--- config.mk ---
export PLATFORM = sky130hd
export DESIGN_NAME = scsb_device_flat
export DESIGN_NICKNAME = d
export VERILOG_FILES = /design/src/verilog/scsb_pkg.sv /design/src/verilog/scsb_link_if.sv /design/src/verilog/scsb_device.sv /design/src/flat_wrapper.sv
export SDC_FILE = /design/constraint.sdc
export NUM_CORES = 1
export LEC_CHECK = 0
export ABC_AREA = 0
export BUFFER_PORTS_ARGS = -buffer_cell sky130_fd_sc_hd__clkbuf_2
export CELL_PAD_IN_SITES_DETAIL_PLACEMENT = 0
export CELL_PAD_IN_SITES_GLOBAL_PLACEMENT = 1
export CORE_UTILIZATION = 42
export CTS_CLUSTER_DIAMETER = 200
export CTS_CLUSTER_SIZE = 12
export DETAILED_ROUTE_END_ITERATION = 12
export GPL_TIMING_DRIVEN = 0
export HOLD_SLACK_MARGIN = 0.1
export PLACE_DENSITY = 0.84
export REMOVE_ABC_BUFFERS = 1
export SETUP_SLACK_MARGIN = 0.1
export SLEW_MARGIN = 25
export SYNTH_ARGS = -nofsm -noshare
export SYNTH_HDL_FRONTEND = slang
export SYNTH_SLANG_ARGS = --single-unit
--- constraint.sdc ---
create_clock -name ref_clk -period 5.7 [get_ports ref_clk]
set_input_delay 0.57 -clock ref_clk [delete_from_list [all_inputs] [get_ports ref_clk]]
set_output_delay 0.57 -clock ref_clk [all_outputs]
set_load 0.01 [all_outputs]
--- src/verilog/scsb_pkg.sv ---
// Package: shared constants and types for the serial channel service block
`default_nettype none
package scsb_pkg;
   // Priority order: A rx, A tx, A ext, B rx, B tx, B ext
   localparam int SCSB_NUM_CH = 2;
   localparam int SCSB_DMA_PULSE_CYC = 3;
   localparam int SCSB_FIFO_DEPTH = 3;
   localparam logic [7:0] SCSB_TC_RESET = 8'h01;
   localparam logic [7:0] SCSB_VECT_RESET = 8'h0F;
   // Host port register offsets (channel registers: base + ch*CH_STRIDE; VECT and ACK shared)
   localparam logic [4:0] SCSB_REG_CTRL = 5'h00;
   localparam logic [4:0] SCSB_REG_TC = 5'h01;
   localparam logic [4:0] SCSB_REG_BRG = 5'h02;
   localparam logic [4:0] SCSB_REG_CMD = 5'h03;
   localparam logic [4:0] SCSB_REG_STAT0 = 5'h04;
   localparam logic [4:0] SCSB_REG_STAT1 = 5'h05;
   localparam logic [4:0] SCSB_REG_DATA = 5'h06;
   localparam logic [4:0] SCSB_REG_VECT = 5'h10;
   localparam logic [4:0] SCSB_REG_ACK = 5'h11;
   localparam logic [4:0] SCSB_CH_STRIDE = 5'h08;
   // Interrupt control fields
   localparam int SCSB_IC_TXIE = 0;
   localparam int SCSB_IC_EXTIE = 1;
   localparam int SCSB_IC_RXM_LO = 2;
   localparam int SCSB_IC_SAV = 4;
   localparam int SCSB_IC_PARIE = 5;
   localparam int SCSB_IC_TXDMA = 6;
   localparam int SCSB_IC_RXDMA = 7;
   localparam int SCSB_IC_LOOP = 8;
   // Baud control fields
   localparam int SCSB_BC_EN = 0;
   localparam int SCSB_BC_DIV64 = 1;
   localparam int SCSB_BC_TXCK = 2;
   localparam int SCSB_BC_RXCK = 3;
   localparam int SCSB_PRE4 = 4;
   localparam int SCSB_PRE64 = 64;
   // Commands
   localparam logic [2:0] SCSB_CMD_NONE = 3'h0;
   localparam logic [2:0] SCSB_CMD_RST_EXT = 3'h2;
   localparam logic [2:0] SCSB_CMD_NEXT_RX = 3'h4;
   localparam logic [2:0] SCSB_CMD_RST_TX = 3'h5;
   localparam logic [2:0] SCSB_CMD_ERR_RST = 3'h6;
   typedef enum logic [1:0] {SCSB_RX_OFF, SCSB_RX_FIRST, SCSB_RX_ALL_PAR, SCSB_RX_ALL} scsb_rxmode_t;
endpackage
`default_nettype wire

--- src/verilog/scsb_link_if.sv ---
// Interface: bus and pin signals between host service logic and device
`timescale 1ns/1ps
`default_nettype none
interface scsb_link_if;
   import scsb_pkg::*;
   logic [4:0] addr;
   logic [15:0] wdata;
   logic wr;
   logic rd;
   logic [15:0] rdata;
   logic intReq_n;
   logic [1:0] txDmaRequest_n;
   logic [1:0] rxDmaRequest_n;
   modport device (input addr, wdata, wr, rd,
      output rdata, intReq_n, txDmaRequest_n, rxDmaRequest_n);
   modport host (output addr, wdata, wr, rd,
      input rdata, intReq_n, txDmaRequest_n, rxDmaRequest_n);
endinterface
`default_nettype wire

--- src/verilog/scsb_device.sv ---
// Device end: status, vectored interrupts, DMA strobes, loopback, baud gens
// What this block does
// - Polled status: D0 rx ready, D2 tx empty
// - Status-affects-vector picks one of eight routines
// - Vector modify bit in either channel acts globally
// - Priority A over B; rx, tx, ext
// - Tx interrupt when loaded buffer empties
// - First-char mode: first char, then specials only
// - Next-rx-char command re-arms first-char interrupt
// - Special condition in first-char mode holds FIFO until error reset
// - All-char mode: any char or special
// - Specials need char mode; alter rx vector
// - Parity and overrun latched until error reset
// - Ext event on pins, underrun, break; latch three
// - Ext detection frozen until reset-ext command
// - Break interrupts at start and end
// - Low-active DMA strobes, three clocks each
// - First-char special: interrupt, no rx DMA
// - Loop mode feeds tx data and clock back
// - 8-bit constant, down counter, toggle output
// - Prescale divide by four or sixty-four
// - Baud output routable to tx/rx clock pins
// - Reset: baud off, divide four, pins inputs
// - Software disables baud before constant writes
// - Three-byte receive FIFO with error FIFO
//
// Our own choices: the register offsets and the address-and-strobe port.
`timescale 1ns/1ps
`default_nettype none
module scsb_device
   import scsb_pkg::*;
#(
   parameter int DEPTH = SCSB_FIFO_DEPTH
)(
   input wire logic ref_clk,
   input wire logic rst,
   scsb_link_if.device link,
   // Per channel line side, bit index = channel (0 = A)
   input wire logic [1:0] rxCharStb,
   input wire logic [15:0] rxCharData,
   input wire logic [1:0] rxParErr,
   input wire logic [1:0] rxFrameErr,
   input wire logic [1:0] rxEndFrame,
   input wire logic [1:0] txLoadStb,
   input wire logic [1:0] txUnderrun,
   input wire logic [1:0] breakDet,
   input wire logic [1:0] ctsPin,
   input wire logic [1:0] dcdPin,
   input wire logic [1:0] syncPin,
   input wire logic [1:0] txDataLine,
   input wire logic [1:0] rxDataPin,
   input wire logic [1:0] txClockPinIn,
   input wire logic [1:0] rxClockPinIn,
   output logic [1:0] txClockPinOut,
   output logic [1:0] txClockPinOe_n,
   output logic [1:0] rxClockPinOut,
   output logic [1:0] rxClockPinOe_n,
   output logic [1:0] rxDataInternal,
   output logic [1:0] rxClockInternal
);
   logic [7:0] vect_reg;
   logic [1:0] ackSeq;
   logic [5:0] pendAll;
   logic [8:0] ctrl [SCSB_NUM_CH];
   logic [15:0] chRd [SCSB_NUM_CH];
   logic globalSav;
   logic [2:0] winner;
   logic anyPend;
   assign globalSav = ctrl[0][SCSB_IC_SAV] | ctrl[1][SCSB_IC_SAV];
   // ******************************************************
   // Per-channel logic
   // ******************************************************
   genvar c;
   generate
      for (c = 0; c < SCSB_NUM_CH; c++) begin : g_ch
         logic [4:0] base;
         logic selCtrl, selTc, selBrg, selCmd, selData, ack;
         logic [2:0] cmd;
         logic [8:0] ctrl_reg;
         logic [7:0] tc_reg, cnt_reg;
         logic [3:0] brg_reg;
         logic [5:0] pre_reg;
         logic baud_reg;
         logic [7:0] fData [DEPTH];
         logic [1:0] fErr [DEPTH];
         logic [1:0] fCount_reg;
         logic fPop, fPush, fFull;
         logic parLatch_reg, ovrLatch_reg;
         logic firstArmed_reg, holdSpecial_reg;
         logic txLoaded_reg, txEmpty_reg, txPend_reg;
         logic rxPend_reg, specPend_reg;
         logic [2:0] extSync1, extSync2, extSync3, extState_reg;
         logic extLock_reg, extPend_reg, breakSeen_reg;
         logic [1:0] txDmaCnt_reg, rxDmaCnt_reg;
         logic special, rxMode1, rxAll, preTick;
         logic [2:0] extNow;
         assign base = 5'(c) * SCSB_CH_STRIDE;
         assign selCtrl = link.addr == base + SCSB_REG_CTRL;
         assign selTc = link.addr == base + SCSB_REG_TC;
         assign selBrg = link.addr == base + SCSB_REG_BRG;
         assign selCmd = link.wr && link.addr == base + SCSB_REG_CMD;
         assign selData = link.rd && link.addr == base + SCSB_REG_DATA;
         assign cmd = selCmd ? link.wdata[2:0] : SCSB_CMD_NONE;
         assign ack = link.rd && link.addr == SCSB_REG_ACK && anyPend && winner[2] == 1'(c);
         assign ctrl[c] = ctrl_reg;
         assign rxMode1 = ctrl_reg[3:2] == SCSB_RX_FIRST;
         assign rxAll = ctrl_reg[3] == 1'b1;
         assign fFull = fCount_reg == 2'(DEPTH);
         assign fPush = rxCharStb[c] & ~fFull;
         assign fPop = selData & fCount_reg != 2'd0 & ~holdSpecial_reg;
         // Special: overrun, framing, end of frame; parity only in its mode
         assign special = rxCharStb[c] & (fFull | rxFrameErr[c] | rxEndFrame[c]
            | (rxParErr[c] & ctrl_reg[3:2] == SCSB_RX_ALL_PAR));
         assign extNow = {breakDet[c], dcdPin[c], ctsPin[c]};
         // Toggle flop halves the rate, so each half period is half the prescale
         assign preTick = pre_reg == 6'((brg_reg[SCSB_BC_DIV64] ? SCSB_PRE64 : SCSB_PRE4) / 2 - 1);
         assign chRd[c] = {fCount_reg != 2'd0 ? fData[0] : 8'hFF, 1'b0,
            extState_reg, syncPin[c], txEmpty_reg, 1'b0, fCount_reg != 2'd0};
         always_ff @(posedge ref_clk or posedge rst) begin
            if (rst) begin
               ctrl_reg <= '0;
               tc_reg <= SCSB_TC_RESET;
               brg_reg <= '0;
               cnt_reg <= SCSB_TC_RESET;
               pre_reg <= '0;
               baud_reg <= 1'b0;
            end else begin
               if (link.wr && selCtrl) ctrl_reg <= link.wdata[8:0];
               if (link.wr && selTc) tc_reg <= link.wdata[7:0];
               if (link.wr && selBrg) brg_reg <= link.wdata[3:0];
               if (!brg_reg[SCSB_BC_EN]) begin
                  pre_reg <= '0;
                  cnt_reg <= tc_reg;
               end else begin
                  pre_reg <= preTick ? 6'd0 : pre_reg + 6'd1;
                  if (preTick) begin
                     // 00H counts 256 by wrapping
                     cnt_reg <= cnt_reg == 8'd1 ? tc_reg : cnt_reg - 8'd1;
                     if (cnt_reg == 8'd1) baud_reg <= ~baud_reg;
                  end
               end
            end
         end
         // Baud output on clock pins; undriven pins stay inputs
         assign txClockPinOut[c] = baud_reg;
         assign rxClockPinOut[c] = baud_reg;
         assign txClockPinOe_n[c] = ~(brg_reg[SCSB_BC_EN] & brg_reg[SCSB_BC_TXCK]);
         assign rxClockPinOe_n[c] = ~(brg_reg[SCSB_BC_EN] & brg_reg[SCSB_BC_RXCK]);
         // Loop mode isolates the receive pins
         assign rxDataInternal[c] = ctrl_reg[SCSB_IC_LOOP] ? txDataLine[c] : rxDataPin[c];
         assign rxClockInternal[c] = ctrl_reg[SCSB_IC_LOOP] ? txClockPinIn[c] : rxClockPinIn[c];
         always_ff @(posedge ref_clk or posedge rst) begin
            if (rst) begin
               fCount_reg <= '0;
               for (int i = 0; i < DEPTH; i++) begin
                  fData[i] <= '0;
                  fErr[i] <= '0;
               end
            end else begin
               // Data and error FIFOs shift together
               if (fPop) begin
                  for (int i = 0; i < DEPTH - 1; i++) begin
                     fData[i] <= fData[i+1];
                     fErr[i] <= fErr[i+1];
                  end
               end
               if (fPush) begin
                  fData[32'(fCount_reg) - (fPop ? 1 : 0)] <= rxCharData[c*8 +: 8];
                  fErr[32'(fCount_reg) - (fPop ? 1 : 0)] <= {rxFrameErr[c], rxParErr[c]};
               end
               fCount_reg <= fCount_reg + 2'(fPush) - 2'(fPop);
            end
         end
         always_ff @(posedge ref_clk or posedge rst) begin
            if (rst) begin
               parLatch_reg <= 1'b0;
               ovrLatch_reg <= 1'b0;
               firstArmed_reg <= 1'b1;
               holdSpecial_reg <= 1'b0;
               specPend_reg <= 1'b0;
               rxPend_reg <= 1'b0;
               txLoaded_reg <= 1'b0;
               txEmpty_reg <= 1'b1;
               txPend_reg <= 1'b0;
            end else begin
               // Errors stick until reset; a new error wins
               parLatch_reg <= (parLatch_reg & cmd != SCSB_CMD_ERR_RST) | (rxCharStb[c] & rxParErr[c]);
               ovrLatch_reg <= (ovrLatch_reg & cmd != SCSB_CMD_ERR_RST) | (rxCharStb[c] & fFull);
               if (link.wr && selCtrl && link.wdata[3:2] == SCSB_RX_FIRST) firstArmed_reg <= 1'b1;
               else if (cmd == SCSB_CMD_NEXT_RX) firstArmed_reg <= 1'b1;
               else if (fPush && rxMode1) firstArmed_reg <= 1'b0;
               holdSpecial_reg <= (holdSpecial_reg & cmd != SCSB_CMD_ERR_RST) | (special & rxMode1);
               specPend_reg <= (specPend_reg & ~(ack & winner[1:0] == 2'd0) & cmd != SCSB_CMD_ERR_RST)
                  | (special & ctrl_reg[3:2] != SCSB_RX_OFF);
               rxPend_reg <= (rxAll & (fCount_reg != 2'd0 | fPush)) | (rxMode1 & fPush & firstArmed_reg)
                  | (rxPend_reg & rxMode1 & ~(ack & winner[1:0] == 2'd0));
               txEmpty_reg <= (txEmpty_reg & ~txLoadStb[c]) | (txLoaded_reg & ~txLoadStb[c]);
               txLoaded_reg <= txLoadStb[c];
               // Empty event only after a load
               txPend_reg <= (txPend_reg & ~(ack & winner[1:0] == 2'd1) & cmd != SCSB_CMD_RST_TX
                  & ~txLoadStb[c])
                  | (txLoaded_reg & ctrl_reg[SCSB_IC_TXIE]);
            end
         end
         always_ff @(posedge ref_clk or posedge rst) begin
            if (rst) begin
               extSync1 <= '0;
               extSync2 <= '0;
               extSync3 <= '0;
               extState_reg <= '0;
               extLock_reg <= 1'b0;
               extPend_reg <= 1'b0;
               breakSeen_reg <= 1'b0;
            end else begin
               extSync1 <= extNow;
               extSync2 <= extSync1;
               extSync3 <= extSync2;
               breakSeen_reg <= extSync3[2];
               if (cmd == SCSB_CMD_RST_EXT) begin
                  extLock_reg <= 1'b0;
                  extPend_reg <= 1'b0;
                  extState_reg <= extSync3;
               end else if (!extLock_reg && ((extSync2 == extSync3 && extSync3 != extState_reg)
                  || txUnderrun[c])) begin
                  // Break edges both ways count
                  extLock_reg <= 1'b1;
                  extPend_reg <= ctrl_reg[SCSB_IC_EXTIE];
                  extState_reg <= extSync3;
               end else if (ack && winner[1:0] == 2'd2) begin
                  extPend_reg <= 1'b0;
               end
            end
         end
         always_ff @(posedge ref_clk or posedge rst) begin
            if (rst) begin
               txDmaCnt_reg <= '0;
               rxDmaCnt_reg <= '0;
            end else begin
               // Three-clock low strobes
               if (txLoaded_reg && ctrl_reg[SCSB_IC_TXDMA]) txDmaCnt_reg <= 2'(SCSB_DMA_PULSE_CYC);
               else if (txDmaCnt_reg != 2'd0) txDmaCnt_reg <= txDmaCnt_reg - 2'd1;
               if (fPush && ctrl_reg[SCSB_IC_RXDMA] && !(special && rxMode1))
                  rxDmaCnt_reg <= 2'(SCSB_DMA_PULSE_CYC);
               else if (rxDmaCnt_reg != 2'd0) rxDmaCnt_reg <= rxDmaCnt_reg - 2'd1;
            end
         end
         assign link.txDmaRequest_n[c] = txDmaCnt_reg == 2'd0;
         assign link.rxDmaRequest_n[c] = rxDmaCnt_reg == 2'd0;
         assign pendAll[3*c] = rxPend_reg | specPend_reg;
         assign pendAll[3*c+1] = txPend_reg;
         assign pendAll[3*c+2] = extPend_reg;
         assign ackSeq[c] = specPend_reg;
      end
   endgenerate
   // ******************************************************
   // Priority and vector
   // ******************************************************
   // Fixed priority: lowest index wins
   always_comb begin
      winner = 3'd7;
      for (int i = 5; i >= 0; i--) begin
         if (pendAll[i]) winner = {i >= 3 ? 1'b1 : 1'b0, 2'(i % 3)};
      end
   end
   assign anyPend = |pendAll;
   assign link.intReq_n = ~anyPend;
   logic [2:0] vecCode;
   // Eight routines: channel, source, special receive
   assign vecCode = winner[1:0] == 2'd0 && ackSeq[winner[2]] ? {winner[2], 2'b11}
      : {winner[2], winner[1:0] == 2'd0 ? 2'b10 : (winner[1:0] == 2'd1 ? 2'b00 : 2'b01)};
   always_ff @(posedge ref_clk or posedge rst) begin
      if (rst) vect_reg <= SCSB_VECT_RESET;
      else if (link.wr && link.addr == SCSB_REG_VECT) vect_reg <= link.wdata[7:0];
   end
   always_ff @(posedge ref_clk or posedge rst) begin
      if (rst) link.rdata <= '0;
      else if (link.rd) begin
         if (link.addr == SCSB_REG_ACK || link.addr == SCSB_REG_VECT)
            link.rdata <= {8'h00, globalSav && anyPend ? {vect_reg[7:3], vecCode} : vect_reg};
         else if (link.addr[4:3] < 2'd2 && link.addr[2:0] == SCSB_REG_STAT0[2:0])
            link.rdata <= {8'h00, chRd[link.addr[3]][7:0]};
         else if (link.addr[4:3] < 2'd2 && link.addr[2:0] == SCSB_REG_STAT1[2:0])
            link.rdata <= {8'h00, 4'h0, 4'h0};
         else if (link.addr[4:3] < 2'd2 && link.addr[2:0] == SCSB_REG_DATA[2:0])
            link.rdata <= {8'h00, chRd[link.addr[3]][15:8]};
         else if (link.addr[4:3] < 2'd2 && link.addr[2:0] == SCSB_REG_CTRL[2:0])
            link.rdata <= {7'h00, ctrl[link.addr[3]]};
         else link.rdata <= 16'hFFFF;
      end
   end
endmodule // scsb_device
`default_nettype wire

--- src/flat_wrapper.sv ---
// flat-port wrapper written by rule: the top's interface ports become plain ports
module scsb_device_flat import scsb_pkg::*;
#(
   parameter int DEPTH = SCSB_FIFO_DEPTH
)
  (ref_clk, rst, rxCharStb, rxCharData, rxParErr, rxFrameErr, rxEndFrame, txLoadStb, txUnderrun, breakDet, ctsPin, dcdPin, syncPin, txDataLine, rxDataPin, txClockPinIn, rxClockPinIn, txClockPinOut, txClockPinOe_n, rxClockPinOut, rxClockPinOe_n, rxDataInternal, rxClockInternal, link_addr, link_wdata, link_wr, link_rd, link_rdata, link_intReq_n, link_txDmaRequest_n, link_rxDmaRequest_n);
  scsb_link_if link_i ();
  input wire logic ref_clk;
  input wire logic rst;
  input wire logic [1:0] rxCharStb;
  input wire logic [15:0] rxCharData;
  input wire logic [1:0] rxParErr;
  input wire logic [1:0] rxFrameErr;
  input wire logic [1:0] rxEndFrame;
  input wire logic [1:0] txLoadStb;
  input wire logic [1:0] txUnderrun;
  input wire logic [1:0] breakDet;
  input wire logic [1:0] ctsPin;
  input wire logic [1:0] dcdPin;
  input wire logic [1:0] syncPin;
  input wire logic [1:0] txDataLine;
  input wire logic [1:0] rxDataPin;
  input wire logic [1:0] txClockPinIn;
  input wire logic [1:0] rxClockPinIn;
  output logic [1:0] txClockPinOut;
  output logic [1:0] txClockPinOe_n;
  output logic [1:0] rxClockPinOut;
  output logic [1:0] rxClockPinOe_n;
  output logic [1:0] rxDataInternal;
  output logic [1:0] rxClockInternal;
  input wire logic [$bits(link_i.addr)-1:0] link_addr;
  input wire logic [$bits(link_i.wdata)-1:0] link_wdata;
  input wire logic [$bits(link_i.wr)-1:0] link_wr;
  input wire logic [$bits(link_i.rd)-1:0] link_rd;
  output wire logic [$bits(link_i.rdata)-1:0] link_rdata;
  output wire logic [$bits(link_i.intReq_n)-1:0] link_intReq_n;
  output wire logic [$bits(link_i.txDmaRequest_n)-1:0] link_txDmaRequest_n;
  output wire logic [$bits(link_i.rxDmaRequest_n)-1:0] link_rxDmaRequest_n;
  assign link_i.addr = link_addr;
  assign link_i.wdata = link_wdata;
  assign link_i.wr = link_wr;
  assign link_i.rd = link_rd;
  assign link_rdata = link_i.rdata;
  assign link_intReq_n = link_i.intReq_n;
  assign link_txDmaRequest_n = link_i.txDmaRequest_n;
  assign link_rxDmaRequest_n = link_i.rxDmaRequest_n;
  scsb_device #(.DEPTH(DEPTH)) u_core (.ref_clk(ref_clk), .rst(rst), .link(link_i), .rxCharStb(rxCharStb), .rxCharData(rxCharData), .rxParErr(rxParErr), .rxFrameErr(rxFrameErr), .rxEndFrame(rxEndFrame), .txLoadStb(txLoadStb), .txUnderrun(txUnderrun), .breakDet(breakDet), .ctsPin(ctsPin), .dcdPin(dcdPin), .syncPin(syncPin), .txDataLine(txDataLine), .rxDataPin(rxDataPin), .txClockPinIn(txClockPinIn), .rxClockPinIn(rxClockPinIn), .txClockPinOut(txClockPinOut), .txClockPinOe_n(txClockPinOe_n), .rxClockPinOut(rxClockPinOut), .rxClockPinOe_n(rxClockPinOe_n), .rxDataInternal(rxDataInternal), .rxClockInternal(rxClockInternal));
endmodule
# Word-level counts from Yosys, hierarchy flattened

Cells that the tools add are included.

Input bits: 69
Register bits: 198
Output and inout bits: 33

Add/subtract/negate cells: 18
Bitwise operators: 96
Mux-type cells: 83
Equality and inequality tests: 41
Reduce and logical (&&, ||, !) cells: 76
Order comparisons: 7

Operator list:

| cell                  | count |
|---|---|
| $mux W16              | 10 |
| $mux W8               | 10 |
| $ge A33 B3 Y1 const B | 2 |
| $lt A33 B1 Y1 const B | 2 |
| $not A32 Y33          | 2 |
| $sub A2 B32 Y32       | 2 |
| $and A1 B1 Y1         | 50 |
| $bwmux W24            | 2 |
| $mux W24              | 2 |
| $logic_and A1 B1 Y1   | 41 |
| $demux W8 S2          | 2 |
| $mux W3               | 10 |
| $reduce_bool A2 Y1    | 14 |
| $mux W9               | 3 |
| $mux W1               | 26 |
| $eq A5 B4 Y1 const B  | 5 |
| $mux W2               | 12 |
| $mux W6               | 4 |
| $or A1 B1 Y1          | 23 |
| $not A1 Y1            | 18 |
| $eq A8 B1 Y1 const B  | 2 |
| $sub A8 B1 Y8 const B | 2 |
| $eq A3 B3 Y1 const B  | 5 |
| $mux W7               | 2 |
| 31 further kinds      | 70 |

# Longest topological paths before layout

Gate-level depths: netlist of the first run.

Depth after elaboration: 14
Gate-level depth with buffers: 13

# Least setup slack after synthesis of the first run

OpenSTA, ideal clock, no wires.

Path kind: input port to flip-flop
Start point: input link_addr[4]
End point: register with a tool-made name
Stages: 10
Setup slack: 2.263 ns
Path buffers: 3
Setup time: 0.125 ns
Arrival: 3.313 ns
Cell sequence: and4bb_2 > clkbuf_1 > nand2_1 > nor3_1 > buf_2 > buf_2 > ha_1 > ha_1 > nor4b_2 > mux2_2

RTL lines:

| what               | RTL line           | source |
|---|---|---|
| start: declaration | flat_wrapper.sv:31 | `input wire logic [$bits(link_i.addr)-1:0] link_addr;` |

==> impl_metrics.prom, run 1 <==
# TYPE chip_impl_metric gauge
chip_impl_metric{name="worst-r2r-setup-slack",unit="ps"} 2390
chip_impl_info{name="synth_top_flop_cell",value="sky130_fd_sc_hd__dfrtp_1"} 1
chip_impl_metric{name="detail_route.wirelength",unit="mm"} 20.1
chip_impl_metric{name="grt_start_max_net_pins",unit=""} 83
chip_impl_metric{name="power_density",unit="nW/um^2"} 411
chip_impl_metric{name="grt_pass1_vias",unit=""} 6347
chip_impl_metric{name="post-cts-setup-buffers",unit=""} 0
chip_impl_metric{name="cts.repair.resized",unit=""} 0
chip_impl_metric{name="final-hold-violation-count",unit=""} 0
chip_impl_metric{name="arrival",unit="ps"} 3840
chip_impl_metric{name="synthDominantCellAreaShare",unit="%"} 48.7
chip_impl_metric{name="ctsLongestPathBuffers",unit=""} 2
chip_impl_metric{name="detailedRoute.firstIterationViolations",unit=""} 306
chip_impl_info{name="critical_path.most_common_cell",value="sky130_fd_sc_hd__ha_1"} 1
chip_impl_metric{name="routabilityCongestion",unit=""} 0.831
chip_impl_metric{name="die_w",unit="um"} 150
chip_impl_metric{name="gr-total-overflow",unit=""} 0
chip_impl_info{name="synthDominantAreaCellType",value="sky130_fd_sc_hd__dfrtp_1"} 1
chip_impl_info{name="critical_path.startpoint_type",value="input port"} 1
chip_impl_metric{name="max_slew_margin",unit="%"} 31.4
chip_impl_metric{name="drt-pass1-iter-count",unit=""} 4
chip_impl_metric{name="ys_types",unit=""} 63
chip_impl_metric{name="seq_area",unit="sq um"} 4820
chip_impl_metric{name="global_route.usage.met3",unit="%"} 4.39
chip_impl_info{name="hold_path.class",value="in -> async"} 1
chip_impl_metric{name="grtUsageTotal",unit="%"} 19.5
chip_impl_info{name="run_status",value="finished clean"} 1
chip_impl_info{name="worstSetupStartpoint",value="link_addr[3]"} 1
chip_impl_info{name="tritoncts",value="done"} 1
chip_impl_info{name="crit-reg2reg-launch",value="u_core.g_ch[0].fCount_reg[1]"} 1
chip_impl_metric{name="place.port_buffers",unit=""} 94
chip_impl_metric{name="chipHeight",unit="um"} 150
chip_impl_metric{name="synth-seq-cells",unit=""} 192
chip_impl_metric{name="dp_hpwl",unit="mm"} 14.6
chip_impl_metric{name="power_switching",unit="uW"} 1390
chip_impl_metric{name="max_freq",unit="MHz"} 285
chip_impl_info{name="cp_slowest_cell",value="sky130_fd_sc_hd__nor4b_2"} 1
chip_impl_metric{name="detailroute.via_count",unit=""} 6459
chip_impl_metric{name="period_needed",unit="ps"} 3510
chip_impl_metric{name="drcViolationCount",unit=""} 0
chip_impl_metric{name="initial_core_util",unit="%"} 43.4
chip_impl_metric{name="pre_cts_slack",unit="ps"} 1670
chip_impl_metric{name="max-vdd-ir-drop",unit="V"} 0.000195
chip_impl_metric{name="min_period_over_period",unit="%"} 61.6
chip_impl_metric{name="insertion_delay",unit="ps"} 440
chip_impl_metric{name="std_cell_rows",unit=""} 53
chip_impl_info{name="critical_path.cell_chain",value="clkbuf_2, o21bai_1, nor3_2, ha_1, ha_1, nor4b_2, mux2_2"} 1
chip_impl_metric{name="worst-slew-pin-transition",unit="ps"} 1020
chip_impl_metric{name="crit_fanout",unit=""} 20
chip_impl_metric{name="gr-usage-met2",unit="%"} 31.9
chip_impl_metric{name="grt_first_pass_wirelength",unit="mm"} 33.3
chip_impl_metric{name="final_antenna_net_count",unit=""} 0
chip_impl_metric{name="avgSynthCellArea",unit="sq um"} 11.2
chip_impl_metric{name="final.setup.worst_slack",unit="ps"} 2190
chip_impl_metric{name="pin_count",unit=""} 102
chip_impl_metric{name="static-leakage-power",unit="uW"} 0.00470
chip_impl_metric{name="die-area",unit="sq um"} 22600
chip_impl_metric{name="fillerInstances",unit=""} 1954
chip_impl_metric{name="synth_warnings",unit=""} 0
chip_impl_info{name="rsz0062_at_grt",value="false"} 1
chip_impl_metric{name="final_util",unit="%"} 49.7
chip_impl_metric{name="routedWlPerCell",unit="um"} 16.8
chip_impl_metric{name="cts_inserted_buffers",unit=""} 17
chip_impl_metric{name="seq_area_frac_synth",unit="%"} 52.1
chip_impl_info{name="clock_root_buffer",value="sky130_fd_sc_hd__clkbuf_16"} 1
chip_impl_metric{name="layout-drive-gt1-share",unit="%"} 30.3
chip_impl_metric{name="syn-instance-count",unit=""} 826
chip_impl_info{name="worstSetupEndpointType",value="flop"} 1
chip_impl_metric{name="sequentialPowerShare",unit="%"} 47.0
chip_impl_metric{name="cts_max_level",unit=""} 4
chip_impl_metric{name="number_of_antenna_violations_at_the_first_check_in_global_routing",unit=""} 1
chip_impl_info{name="ys_top_cells_by_area",value="sky130_fd_sc_hd__dfrtp_1, sky130_fd_sc_hd__mux2_2, sky130_fd_sc_hd__nand2_1, sky130_fd_sc_hd__dfstp_2, sky130_fd_sc_hd__mux2i_1"} 1
chip_impl_metric{name="setup-violations-final",unit=""} 0
chip_impl_metric{name="area.growth.synth_to_final",unit="%"} 14.3
chip_impl_metric{name="crit_path_max_incr_delay",unit="ps"} 820
chip_impl_metric{name="finish.net_count",unit=""} 995
chip_impl_metric{name="clock-skew-final",unit="ps"} 9.91
chip_impl_metric{name="synth_edf_count",unit=""} 0
chip_impl_metric{name="worstPathRequired",unit="ps"} 6030
chip_impl_metric{name="antenna_cells",unit=""} 0
chip_impl_metric{name="r2r.worst_path.cells",unit=""} 6
chip_impl_metric{name="syn-cell-area",unit="sq um"} 9250
chip_impl_metric{name="multi_input_comb_area",unit="sq um"} 4150
chip_impl_metric{name="grtUsageMet1",unit="%"} 25.8
chip_impl_metric{name="max-cap-violations",unit=""} 0
chip_impl_metric{name="vias_per_cell",unit=""} 5.39
chip_impl_metric{name="asyncSetResetFlopFracSynth",unit="%"} 100
chip_impl_metric{name="largest_register_ff_count",unit=""} 32
chip_impl_metric{name="internal-power",unit="uW"} 2960
chip_impl_info{name="crit_path_kind",value="in -> reg"} 1
chip_impl_metric{name="clock_sinks",unit=""} 192
chip_impl_metric{name="drv_slew",unit=""} 0
chip_impl_metric{name="power.combinational.fraction",unit="%"} 26.4
chip_impl_metric{name="hold_buffers",unit=""} 0
chip_impl_metric{name="switching_share",unit="%"} 31.9
chip_impl_info{name="top_usage_layer",value="met2"} 1
chip_impl_metric{name="core_area",unit="sq um"} 21300
chip_impl_metric{name="cts_clk_pin_slew_worst_paths",unit="ps"} 70
chip_impl_metric{name="power_frac_clock",unit="%"} 26.6
## logic make-up after synthesis
logic type	after synthesis	share of synthesized area, %
simple gates	243	12.9
mux	146	17.4
buf+inv	67	3.18
compound gates	131	9.32
flops	192	52.1
fa+ha+maj	17	2.27
xor+xnor	30	2.84
## power by group through the flow
stage                     registers [uW]  clock network (uW)  logic (uW)
after floorplan                     1980                   0         888
after global placement              2050                   0        1110
after detailed placement            2060                   0        1160
after CTS                           2040                1200        1170
after global routing                2090                1250        1300
final                               2040                1160        1150
## per-stage QoR
stage | total power [uW] | hold slack [ps] | instances | setup TNS, ps | instance area (sq um)
6_report | 4340 | 128 | 1198 | 0 | 10600
5_1_grt | 4640 | 145 | 1198 | 0 | 10600
4_1_cts | 4400 | 131 | 1198 | 0 | 10600
3_5_place_dp | 3220 | 335 | 1166 | 0 | 10000
3_3_place_gp | 3160 | 335 | 1160 | -425310 | 9890
2_1_floorplan | 2870 | 331 | 791 | -13920 | 9070
## cell type report
class	count	share of cell area (%)
well taps	275	3.25
multi-input cells	567	39.3
inverters	32	1.21
clock inverters	14	1.23
flip-flops and latches	192	45.6
clock buffers	18	4.15
repair buffers	100	5.27
## per-layer routing
metal	routed length, um	vias to the layer above
met5	13	-
met4	263	2
met3	975	25
met2	9760	148
met1	9080	3157
li1	-	3127
## layout by cell type (no fill, tap or decap), types with 7 or more instances in the layout
cell	n
sky130_fd_sc_hd__dfrtp_1	180
sky130_fd_sc_hd__mux2_2	116
sky130_fd_sc_hd__clkbuf_2	94
sky130_fd_sc_hd__nand2_1	90
sky130_fd_sc_hd__nor2_1	55
sky130_fd_sc_hd__o21ai_0	37
sky130_fd_sc_hd__a21oi_1	33
sky130_fd_sc_hd__inv_1	31
sky130_fd_sc_hd__mux2i_1	30
sky130_fd_sc_hd__nand3_1	24
sky130_fd_sc_hd__nor3_1	19
sky130_fd_sc_hd__clkbuf_16	17
sky130_fd_sc_hd__xnor2_1	16
sky130_fd_sc_hd__ha_1	16
sky130_fd_sc_hd__xor2_1	14
sky130_fd_sc_hd__dfstp_2	12
sky130_fd_sc_hd__nand2b_1	8
sky130_fd_sc_hd__nor2b_1	7
sky130_fd_sc_hd__o22ai_1	7
## critical path: cells and delay by family
family | cells | cell delay (ps)
buf+inv | 1 | 390
compound gates | 1 | 520
mux | 1 | 420
simple gates | 2 | 1390
fa+ha+maj | 2 | 530
## synthesized netlist by cell type (7+ instances only)
cell type and number:
sky130_fd_sc_hd__ha_1 16, sky130_fd_sc_hd__mux2_2 116, sky130_fd_sc_hd__mux2i_1 30, sky130_fd_sc_hd__o22ai_1 7
sky130_fd_sc_hd__xnor2_1 16, sky130_fd_sc_hd__xor2_1 14, sky130_fd_sc_hd__nand2_1 90, sky130_fd_sc_hd__dfstp_2 12
sky130_fd_sc_hd__clkbuf_1 19, sky130_fd_sc_hd__nand2b_1 8, sky130_fd_sc_hd__a21oi_1 33, sky130_fd_sc_hd__buf_4 10
sky130_fd_sc_hd__nor2_1 55, sky130_fd_sc_hd__inv_1 32, sky130_fd_sc_hd__nor3_1 21, sky130_fd_sc_hd__dfrtp_1 180
sky130_fd_sc_hd__o21ai_0 37, sky130_fd_sc_hd__nor2b_1 7, sky130_fd_sc_hd__nand3_1 24
## worst max-delay path by stage
| stage | end | cells after the start |
|---|---|---|
| 2_1_floorplan | asynchronous set/reset pin | 1 |
| 3_3_place_gp | u_core.g_ch[1].cnt_reg[3] | 2 |
| 3_5_place_dp | flop | 7 |
| 4_1_cts | flop | 7 |
| 5_1_grt | flop | 7 |
| 6_report | flop | 7 |
Power figures use the tool's default switching activity.
==> run 2, diff against run 1 <==
==> constraint.sdc (replaced) <==
create_clock -name ref_clk -period 2.87 [get_ports ref_clk]
set_input_delay 0.287 -clock ref_clk [delete_from_list [all_inputs] [get_ports ref_clk]]
set_output_delay 0.287 -clock ref_clk [all_outputs]
set_load 0.01 [all_outputs]
==> run 2 against run 1 <==
Net effect:
- design area up 2.6%
- die area unchanged
- setup slack worse by 2000 ps
- worst hold slack worse by 6.1 ps
- final cell count up 2.2%
- non-clock buffer count up 26
==> impl_metrics.prom, run 2 (same netlist as run 1, synthesis figures left out) <==
# TYPE chip_impl_metric gauge
chip_impl_info{name="run_status",value="finished clean"} 1
chip_impl_metric{name="global_route.usage.met3",unit="%"} 4.33
chip_impl_metric{name="max-cap-violations",unit=""} 0
chip_impl_metric{name="core_area",unit="sq um"} 21300
chip_impl_metric{name="area.growth.synth_to_final",unit="%"} 17.3
chip_impl_metric{name="final_antenna_net_count",unit=""} 0
chip_impl_metric{name="final_util",unit="%"} 50.9
chip_impl_metric{name="dp_hpwl",unit="mm"} 14.6
chip_impl_metric{name="worst-r2r-setup-slack",unit="ps"} 160
chip_impl_metric{name="grtUsageTotal",unit="%"} 19.6
chip_impl_metric{name="gr-usage-met2",unit="%"} 32.3
chip_impl_metric{name="layout-drive-gt1-share",unit="%"} 29.9
chip_impl_metric{name="ctsLongestPathBuffers",unit=""} 2
chip_impl_metric{name="drcViolationCount",unit=""} 0
chip_impl_metric{name="hold-path-cell-count",unit=""} 3
chip_impl_metric{name="grt_start_max_net_pins",unit=""} 83
chip_impl_metric{name="post-place-cells",unit=""} 1166
chip_impl_metric{name="cts_clk_pin_slew_worst_paths",unit="ps"} 70
chip_impl_metric{name="cts_max_level",unit=""} 4
chip_impl_info{name="critical_path.startpoint_type",value="flop"} 1
chip_impl_info{name="clock_root_buffer",value="sky130_fd_sc_hd__clkbuf_16"} 1
chip_impl_metric{name="vias_per_cell",unit=""} 5.37
chip_impl_metric{name="routedWlPerCell",unit="um"} 16.6
chip_impl_metric{name="antenna_cells",unit=""} 0
chip_impl_info{name="min-delay-start",value="txUnderrun[0]"} 1
chip_impl_metric{name="number_of_antenna_violations_at_the_first_check_in_global_routing",unit=""} 1
chip_impl_metric{name="totalPowerFinal",unit="uW"} 8680
chip_impl_metric{name="instances_no_fill",unit=""} 1224
chip_impl_metric{name="die_w",unit="um"} 150
chip_impl_info{name="rsz0062_at_grt",value="true"} 1
chip_impl_metric{name="drt-pass1-iter-count",unit=""} 5
chip_impl_metric{name="chipHeight",unit="um"} 150
chip_impl_metric{name="period_needed",unit="ps"} 2710
chip_impl_metric{name="gr-total-overflow",unit=""} 0
chip_impl_metric{name="crit_fanout",unit=""} 10
chip_impl_metric{name="pin_count",unit=""} 102
chip_impl_info{name="worstSetupEndpointType",value="flop"} 1
chip_impl_metric{name="detailroute.via_count",unit=""} 6573
chip_impl_metric{name="r2r.worst_path.cells",unit=""} 7
chip_impl_metric{name="worst_hold_slack_after_final_layout",unit="ps"} 122
chip_impl_metric{name="routabilityCongestion",unit=""} 0.831
chip_impl_metric{name="largest_register_ff_count",unit=""} 32
chip_impl_metric{name="grt_pass1_vias",unit=""} 6427
chip_impl_metric{name="setup-violations-final",unit=""} 0
chip_impl_metric{name="detailedRoute.firstIterationViolations",unit=""} 314
chip_impl_metric{name="max_freq",unit="MHz"} 369
chip_impl_metric{name="place.port_buffers",unit=""} 94
chip_impl_metric{name="cts_inserted_buffers",unit=""} 17
chip_impl_metric{name="grtUsageMet1",unit="%"} 25.9
chip_impl_metric{name="arrival",unit="ps"} 3030
chip_impl_info{name="crit_path_kind",value="reg -> reg"} 1
chip_impl_metric{name="die-area",unit="sq um"} 22600
chip_impl_info{name="crit-reg2reg-launch",value="u_core.g_ch[0].fCount_reg[1]"} 1
chip_impl_metric{name="insertion_delay",unit="ps"} 440
chip_impl_metric{name="clock-skew-final",unit="ps"} 9.65
chip_impl_metric{name="power_density",unit="nW/um^2"} 801
chip_impl_metric{name="final-hold-violation-count",unit=""} 0
chip_impl_metric{name="clock_sinks",unit=""} 192
chip_impl_metric{name="std_cell_rows",unit=""} 53
chip_impl_metric{name="min_period_over_period",unit="%"} 94.4
chip_impl_info{name="layout.cells.most_common_list",value="sky130_fd_sc_hd__dfrtp_1, sky130_fd_sc_hd__mux2_2, sky130_fd_sc_hd__clkbuf_2"} 1
chip_impl_info{name="top_usage_layer",value="met2"} 1
chip_impl_metric{name="max_slew_margin",unit="%"} 32.9
chip_impl_info{name="critical_path.reg2reg.endpoint",value="u_core.g_ch[0].fData[15]"} 1
chip_impl_metric{name="worstPathRequired",unit="ps"} 3190
chip_impl_metric{name="worst-slew-pin-transition",unit="ps"} 1000
chip_impl_metric{name="static-leakage-power",unit="uW"} 0.00482
chip_impl_info{name="layout.cells.most_common",value="sky130_fd_sc_hd__dfrtp_1"} 1
chip_impl_metric{name="detail_route.wirelength",unit="mm"} 20.3
chip_impl_info{name="hold_path.class",value="in -> reg"} 1
chip_impl_metric{name="drv_slew",unit=""} 0
chip_impl_metric{name="initial_core_util",unit="%"} 43.4
chip_impl_info{name="min_delay_endpoint",value="u_core.g_ch[0].extLock_reg"} 1
chip_impl_info{name="tritoncts",value="done"} 1
chip_impl_metric{name="finish.net_count",unit=""} 1021
chip_impl_metric{name="max-vdd-ir-drop",unit="V"} 0.000385
chip_impl_metric{name="fillerInstances",unit=""} 1917
chip_impl_metric{name="grt_first_pass_wirelength",unit="mm"} 33.6
run 2: cell count changes in the layout (fill, tap and decap cells not counted):
| cell | before | now |
|---|---|---|
| sky130_fd_sc_hd__buf_4 | 2 | 5 |
| sky130_fd_sc_hd__dlygate4sd3_1 | 0 | 23 |
| sky130_fd_sc_hd__nor3_2 | 2 | 1 |
| sky130_fd_sc_hd__nor3_4 | 0 | 1 |
| sky130_fd_sc_hd__nor4b_2 | 3 | 2 |
| sky130_fd_sc_hd__nor4b_4 | 1 | 2 |
| sky130_fd_sc_hd__o21bai_1 | 2 | 1 |
| sky130_fd_sc_hd__o21bai_2 | 0 | 1 |
run 2: per-layer routing:
metal | wire length (um) | part of all wire (%) | up-vias
li1 | - | - | 3180
met1 | 9230 | 45 | 3220
met2 | 9930 | 49 | 147
met3 | 908 | 4.5 | 24
met4 | 260 | 1.3 | 2
met5 | 13 | 0.064 | -
run 2: per-stage QoR:
step | area [sq um] | TNS, ps | setup WS [ps]
floorplan | 9070 | -522620 | -2620
global placement | 9890 | -1003720 | -4850
global route | 10800 | -1040 | -98.0
detailed placement | 10000 | -23970 | -877
finish | 10800 | 0 | 162
CTS | 10800 | 0 | 105
run 2: area by class of cell:
class / count / area (sq um) / share of cell area, %
tap: 275 / 344 / 3.17
clock buffer: 18 / 439 / 4.05
inverter: 32 / 128 / 1.18
clock inverter: 14 / 130 / 1.20
sequential: 192 / 4820 / 44.4
timing repair buffer: 126 / 810 / 7.47
multi-input combinational: 567 / 4170 / 38.5
run 2: how the worst max path moves through the flow:
stage,start,end,depth (start not counted)
detailed placement,link_addr[3],flop,7
CTS,u_core.g_ch[0].fCount_reg[1],flop,6
finish,u_core.g_ch[0].fCount_reg[1],u_core.g_ch[0].fData[15],7
floorplan,rst,asynchronous set/reset pin,1
global placement,rst,u_core.g_ch[1].cnt_reg[3],2
global route,u_core.g_ch[0].fCount_reg[1],u_core.g_ch[0].fData[9],7
run 2: what timing repair did:
action,4_1_cts,5_1_grt
hold buffers,23,0
gates resized for setup,3,0
pin swaps,1,0
endpoints found under the hold margin,93,0
buffers inserted,2,1
setup endpoints to repair,47,21
cloned,0,0
run 2: critical path, stage by stage (launching register included):
cell	delay, ps
sky130_fd_sc_hd__dfrtp_1	440
sky130_fd_sc_hd__o21bai_2	490
sky130_fd_sc_hd__nor3_4	140
sky130_fd_sc_hd__ha_1	230
sky130_fd_sc_hd__ha_1	350
sky130_fd_sc_hd__nor4b_2	520
sky130_fd_sc_hd__buf_2	300
sky130_fd_sc_hd__o21ai_0	110
run 2: where the power goes:
part	switching [uW]	leakage, uW	internal [uW]
registers	569	0.00233	3490
logic	1150	0.00222	1180
clock network	1060	0.000278	1230
==> run 3, diff against run 2 <==
--- a/config.mk
+++ b/config.mk
@@ -9,13 +9,13 @@
 export BUFFER_PORTS_ARGS = -buffer_cell sky130_fd_sc_hd__clkbuf_2
 export CELL_PAD_IN_SITES_DETAIL_PLACEMENT = 0
 export CELL_PAD_IN_SITES_GLOBAL_PLACEMENT = 1
-export CORE_UTILIZATION = 42
+export CORE_UTILIZATION = 50
 export CTS_CLUSTER_DIAMETER = 200
 export CTS_CLUSTER_SIZE = 12
 export DETAILED_ROUTE_END_ITERATION = 12
 export GPL_TIMING_DRIVEN = 0
 export HOLD_SLACK_MARGIN = 0.1
-export PLACE_DENSITY = 0.84
+export PLACE_DENSITY = 0.92
 export REMOVE_ABC_BUFFERS = 1
 export SETUP_SLACK_MARGIN = 0.1
 export SLEW_MARGIN = 25
==> constraint.sdc (replaced) <==
create_clock -name ref_clk -period 3.3 [get_ports ref_clk]
set_input_delay 0.33 -clock ref_clk [delete_from_list [all_inputs] [get_ports ref_clk]]
set_output_delay 0.33 -clock ref_clk [all_outputs]
set_load 0.01 [all_outputs]
==> run 3 against run 2 <==
Net effect:
- via count is 0.52% higher
- register-to-register slack improved by 280 ps
- global-route usage increased by 3.2 points
- routed wire length fell by 0.29%
- sequential share of layout area increased by 0.79 points
- count of clock-buffer cells in the layout did not move
- final cell count fell by 5.1%
- worst hold slack improved by 4.5 ps
- sequential power down 13%
- clock skew hardly changed
- total power fell by 12%
- critical path type is now in -> reg
- largest power group unchanged
==> impl_metrics.prom, run 3 (same netlist as run 1, synthesis figures left out) <==
# TYPE chip_impl_metric gauge
chip_impl_metric{name="hold-path-cell-count",unit=""} 3
chip_impl_metric{name="max_slew_margin",unit="%"} 42.5
chip_impl_metric{name="multi_input_comb_area",unit="sq um"} 4190
chip_impl_metric{name="pre_cts_slack",unit="ps"} -583
chip_impl_metric{name="gr-total-overflow",unit=""} 0
chip_impl_metric{name="crit_path_max_incr_delay",unit="ps"} 670
chip_impl_metric{name="antenna_cells",unit=""} 0
chip_impl_metric{name="grt_first_pass_wirelength",unit="mm"} 32.8
chip_impl_metric{name="post-place-cells",unit=""} 1120
chip_impl_metric{name="worst-slew-pin-transition",unit="ps"} 860
chip_impl_info{name="hold_path.class",value="in -> reg"} 1
chip_impl_metric{name="routabilityCongestion",unit=""} 0.847
chip_impl_metric{name="period_needed",unit="ps"} 2900
chip_impl_metric{name="instances_no_fill",unit=""} 1161
chip_impl_info{name="layout.cells.most_common_list",value="sky130_fd_sc_hd__dfrtp_1, sky130_fd_sc_hd__mux2_2, sky130_fd_sc_hd__clkbuf_2"} 1
chip_impl_metric{name="std_cell_rows",unit=""} 49
chip_impl_info{name="worstSetupEndpointType",value="flop"} 1
chip_impl_metric{name="power_density",unit="nW/um^2"} 714
chip_impl_metric{name="setup-violations-final",unit=""} 0
chip_impl_info{name="crit_path_kind",value="in -> reg"} 1
chip_impl_metric{name="place.port_buffers",unit=""} 94
chip_impl_metric{name="final-hold-violation-count",unit=""} 0
chip_impl_metric{name="arrival",unit="ps"} 3220
chip_impl_metric{name="dp_hpwl",unit="mm"} 14.4
chip_impl_info{name="run_status",value="finished clean"} 1
chip_impl_metric{name="clock-skew-final",unit="ps"} 9.41
chip_impl_info{name="tritoncts",value="done"} 1
chip_impl_metric{name="area.growth.synth_to_final",unit="%"} 15.2
chip_impl_metric{name="grt_start_max_net_pins",unit=""} 84
chip_impl_metric{name="seq_area",unit="sq um"} 4820
chip_impl_metric{name="drv_slew",unit=""} 0
chip_impl_metric{name="worstPathRequired",unit="ps"} 3620
chip_impl_metric{name="ctsLongestPathBuffers",unit=""} 2
chip_impl_info{name="critical_path.cell_chain",value="clkbuf_2, o21ai_4, nor4b_4, nor2b_1, ha_1, or3b_2, mux2_2"} 1
chip_impl_metric{name="grt_pass1_vias",unit=""} 6383
chip_impl_info{name="rsz0062_at_grt",value="false"} 1
chip_impl_metric{name="finish.instance_area",unit="sq um"} 10700
chip_impl_metric{name="min_period_over_period",unit="%"} 87.8
chip_impl_metric{name="finish.net_count",unit=""} 1004
chip_impl_metric{name="static-leakage-power",unit="uW"} 0.00476
chip_impl_metric{name="drt-pass1-iter-count",unit=""} 6
chip_impl_metric{name="detail_route.wirelength",unit="mm"} 20.3
chip_impl_metric{name="r2r.worst_path.cells",unit=""} 6
chip_impl_info{name="clock_root_buffer",value="sky130_fd_sc_hd__clkbuf_16"} 1
chip_impl_metric{name="drcViolationCount",unit=""} 0
chip_impl_metric{name="largest_register_ff_count",unit=""} 32
chip_impl_metric{name="cts_max_level",unit=""} 4
chip_impl_info{name="layout.cells.most_common",value="sky130_fd_sc_hd__dfrtp_1"} 1
chip_impl_metric{name="final_antenna_net_count",unit=""} 0
chip_impl_metric{name="detailroute.via_count",unit=""} 6607
chip_impl_metric{name="layout-drive-gt1-share",unit="%"} 30.2
chip_impl_metric{name="max-cap-violations",unit=""} 0
chip_impl_metric{name="crit_fanout",unit=""} 20
chip_impl_metric{name="final.setup.worst_slack",unit="ps"} 401
chip_impl_metric{name="detailed_place.area",unit="sq um"} 9950
chip_impl_metric{name="fillerInstances",unit=""} 1537
chip_impl_metric{name="post-cts-setup-buffers",unit=""} 0
chip_impl_metric{name="timing.setup.tns",unit="ps"} 0
chip_impl_metric{name="die-area",unit="sq um"} 19000
chip_impl_metric{name="vias_per_cell",unit=""} 5.69
chip_impl_metric{name="insertion_delay",unit="ps"} 430
chip_impl_metric{name="detailedRoute.firstIterationViolations",unit=""} 463
chip_impl_info{name="cp_slowest_cell",value="sky130_fd_sc_hd__nor4b_4"} 1
chip_impl_metric{name="chipHeight",unit="um"} 138
chip_impl_metric{name="clock_sinks",unit=""} 192
chip_impl_metric{name="grtUsageTotal",unit="%"} 22.8
chip_impl_metric{name="worst_hold_slack_after_final_layout",unit="ps"} 126
chip_impl_metric{name="die_w",unit="um"} 138
chip_impl_metric{name="number_of_antenna_violations_at_the_first_check_in_global_routing",unit=""} 0
chip_impl_metric{name="cts_clk_pin_slew_worst_paths",unit="ps"} 80
chip_impl_metric{name="cts_inserted_buffers",unit=""} 17
chip_impl_metric{name="max-vdd-ir-drop",unit="V"} 0.000527
chip_impl_metric{name="initial_core_util",unit="%"} 51.3
chip_impl_info{name="critical_path.startpoint_type",value="input port"} 1
chip_impl_metric{name="pin_count",unit=""} 102
chip_impl_metric{name="routedWlPerCell",unit="um"} 17.5
chip_impl_metric{name="max_freq",unit="MHz"} 345
chip_impl_metric{name="core_area",unit="sq um"} 18000
run 3: cell types whose count changed in the layout (fill, tap and decap cells not counted), sizes merged:
cell and change:
buf -3, clkinv -2, dlygate4sd3 -14, inv +2
run 3: power by group:
group          switching [uW]  internal (uW)
sequential                503           3030
combinational            1020           1020
clock                     954           1070
run 3: what timing repair did:
action	CTS	global route
endpoints found under the hold margin	51	0
endpoints found under the setup margin	8	24
gates resized for setup	1	3
hold buffers	9	0
run 3: cell type report:
| type | instances | share of cell area, % |
|---|---|---|
| flip-flops and latches | 192 | 45.2 |
| clock inverters | 14 | 1.37 |
| repair buffers | 109 | 6.10 |
| inverters | 32 | 1.20 |
| multi-input cells | 567 | 39.4 |
| clock buffers | 18 | 4.03 |
| well taps | 229 | 2.69 |
run 3: critical path: cells and delay by family:
family | cells | cell delay, ps
mux | 1 | 320
simple gates | 3 | 1530
buf+inv | 1 | 520
compound gates | 1 | 240
fa+ha+maj | 1 | 270
run 3: path summary, 6_finish.rpt:
check,startpoint,endpoint,slack [ps]
setup / recovery,link_addr[3],flop,400
max in group asynchronous,rst,u_core.g_ch[1].cnt_reg[0],2110
hold reg to reg,u_core.g_ch[1].extSync1[1],u_core.g_ch[1].extSync2[1],350
min in group asynchronous,rst,u_core.g_ch[0].extState_reg[2],450
setup reg to reg,u_core.g_ch[1].fCount_reg[0],flop,440
hold / removal,rxCharData[3],u_core.g_ch[0].fData[11],130
run 3: layer usage:
metal,up-vias,GRT usage (%),part of all wire [%]
li1,3128,-,-
met1,3300,30.4,44
met2,155,37.9,49
met3,24,4.28,4.7
met4,0,6.76,1.5
met5,-,0,0
run 3: per-stage QoR:
stage                     utilization (%)  power (uW)
after floorplan                         -        4950
after global placement               54.5        5450
after detailed placement             55.2        5580
after CTS                            58.9        7640
after global routing                 59.1        8080
final                                59.1        7600
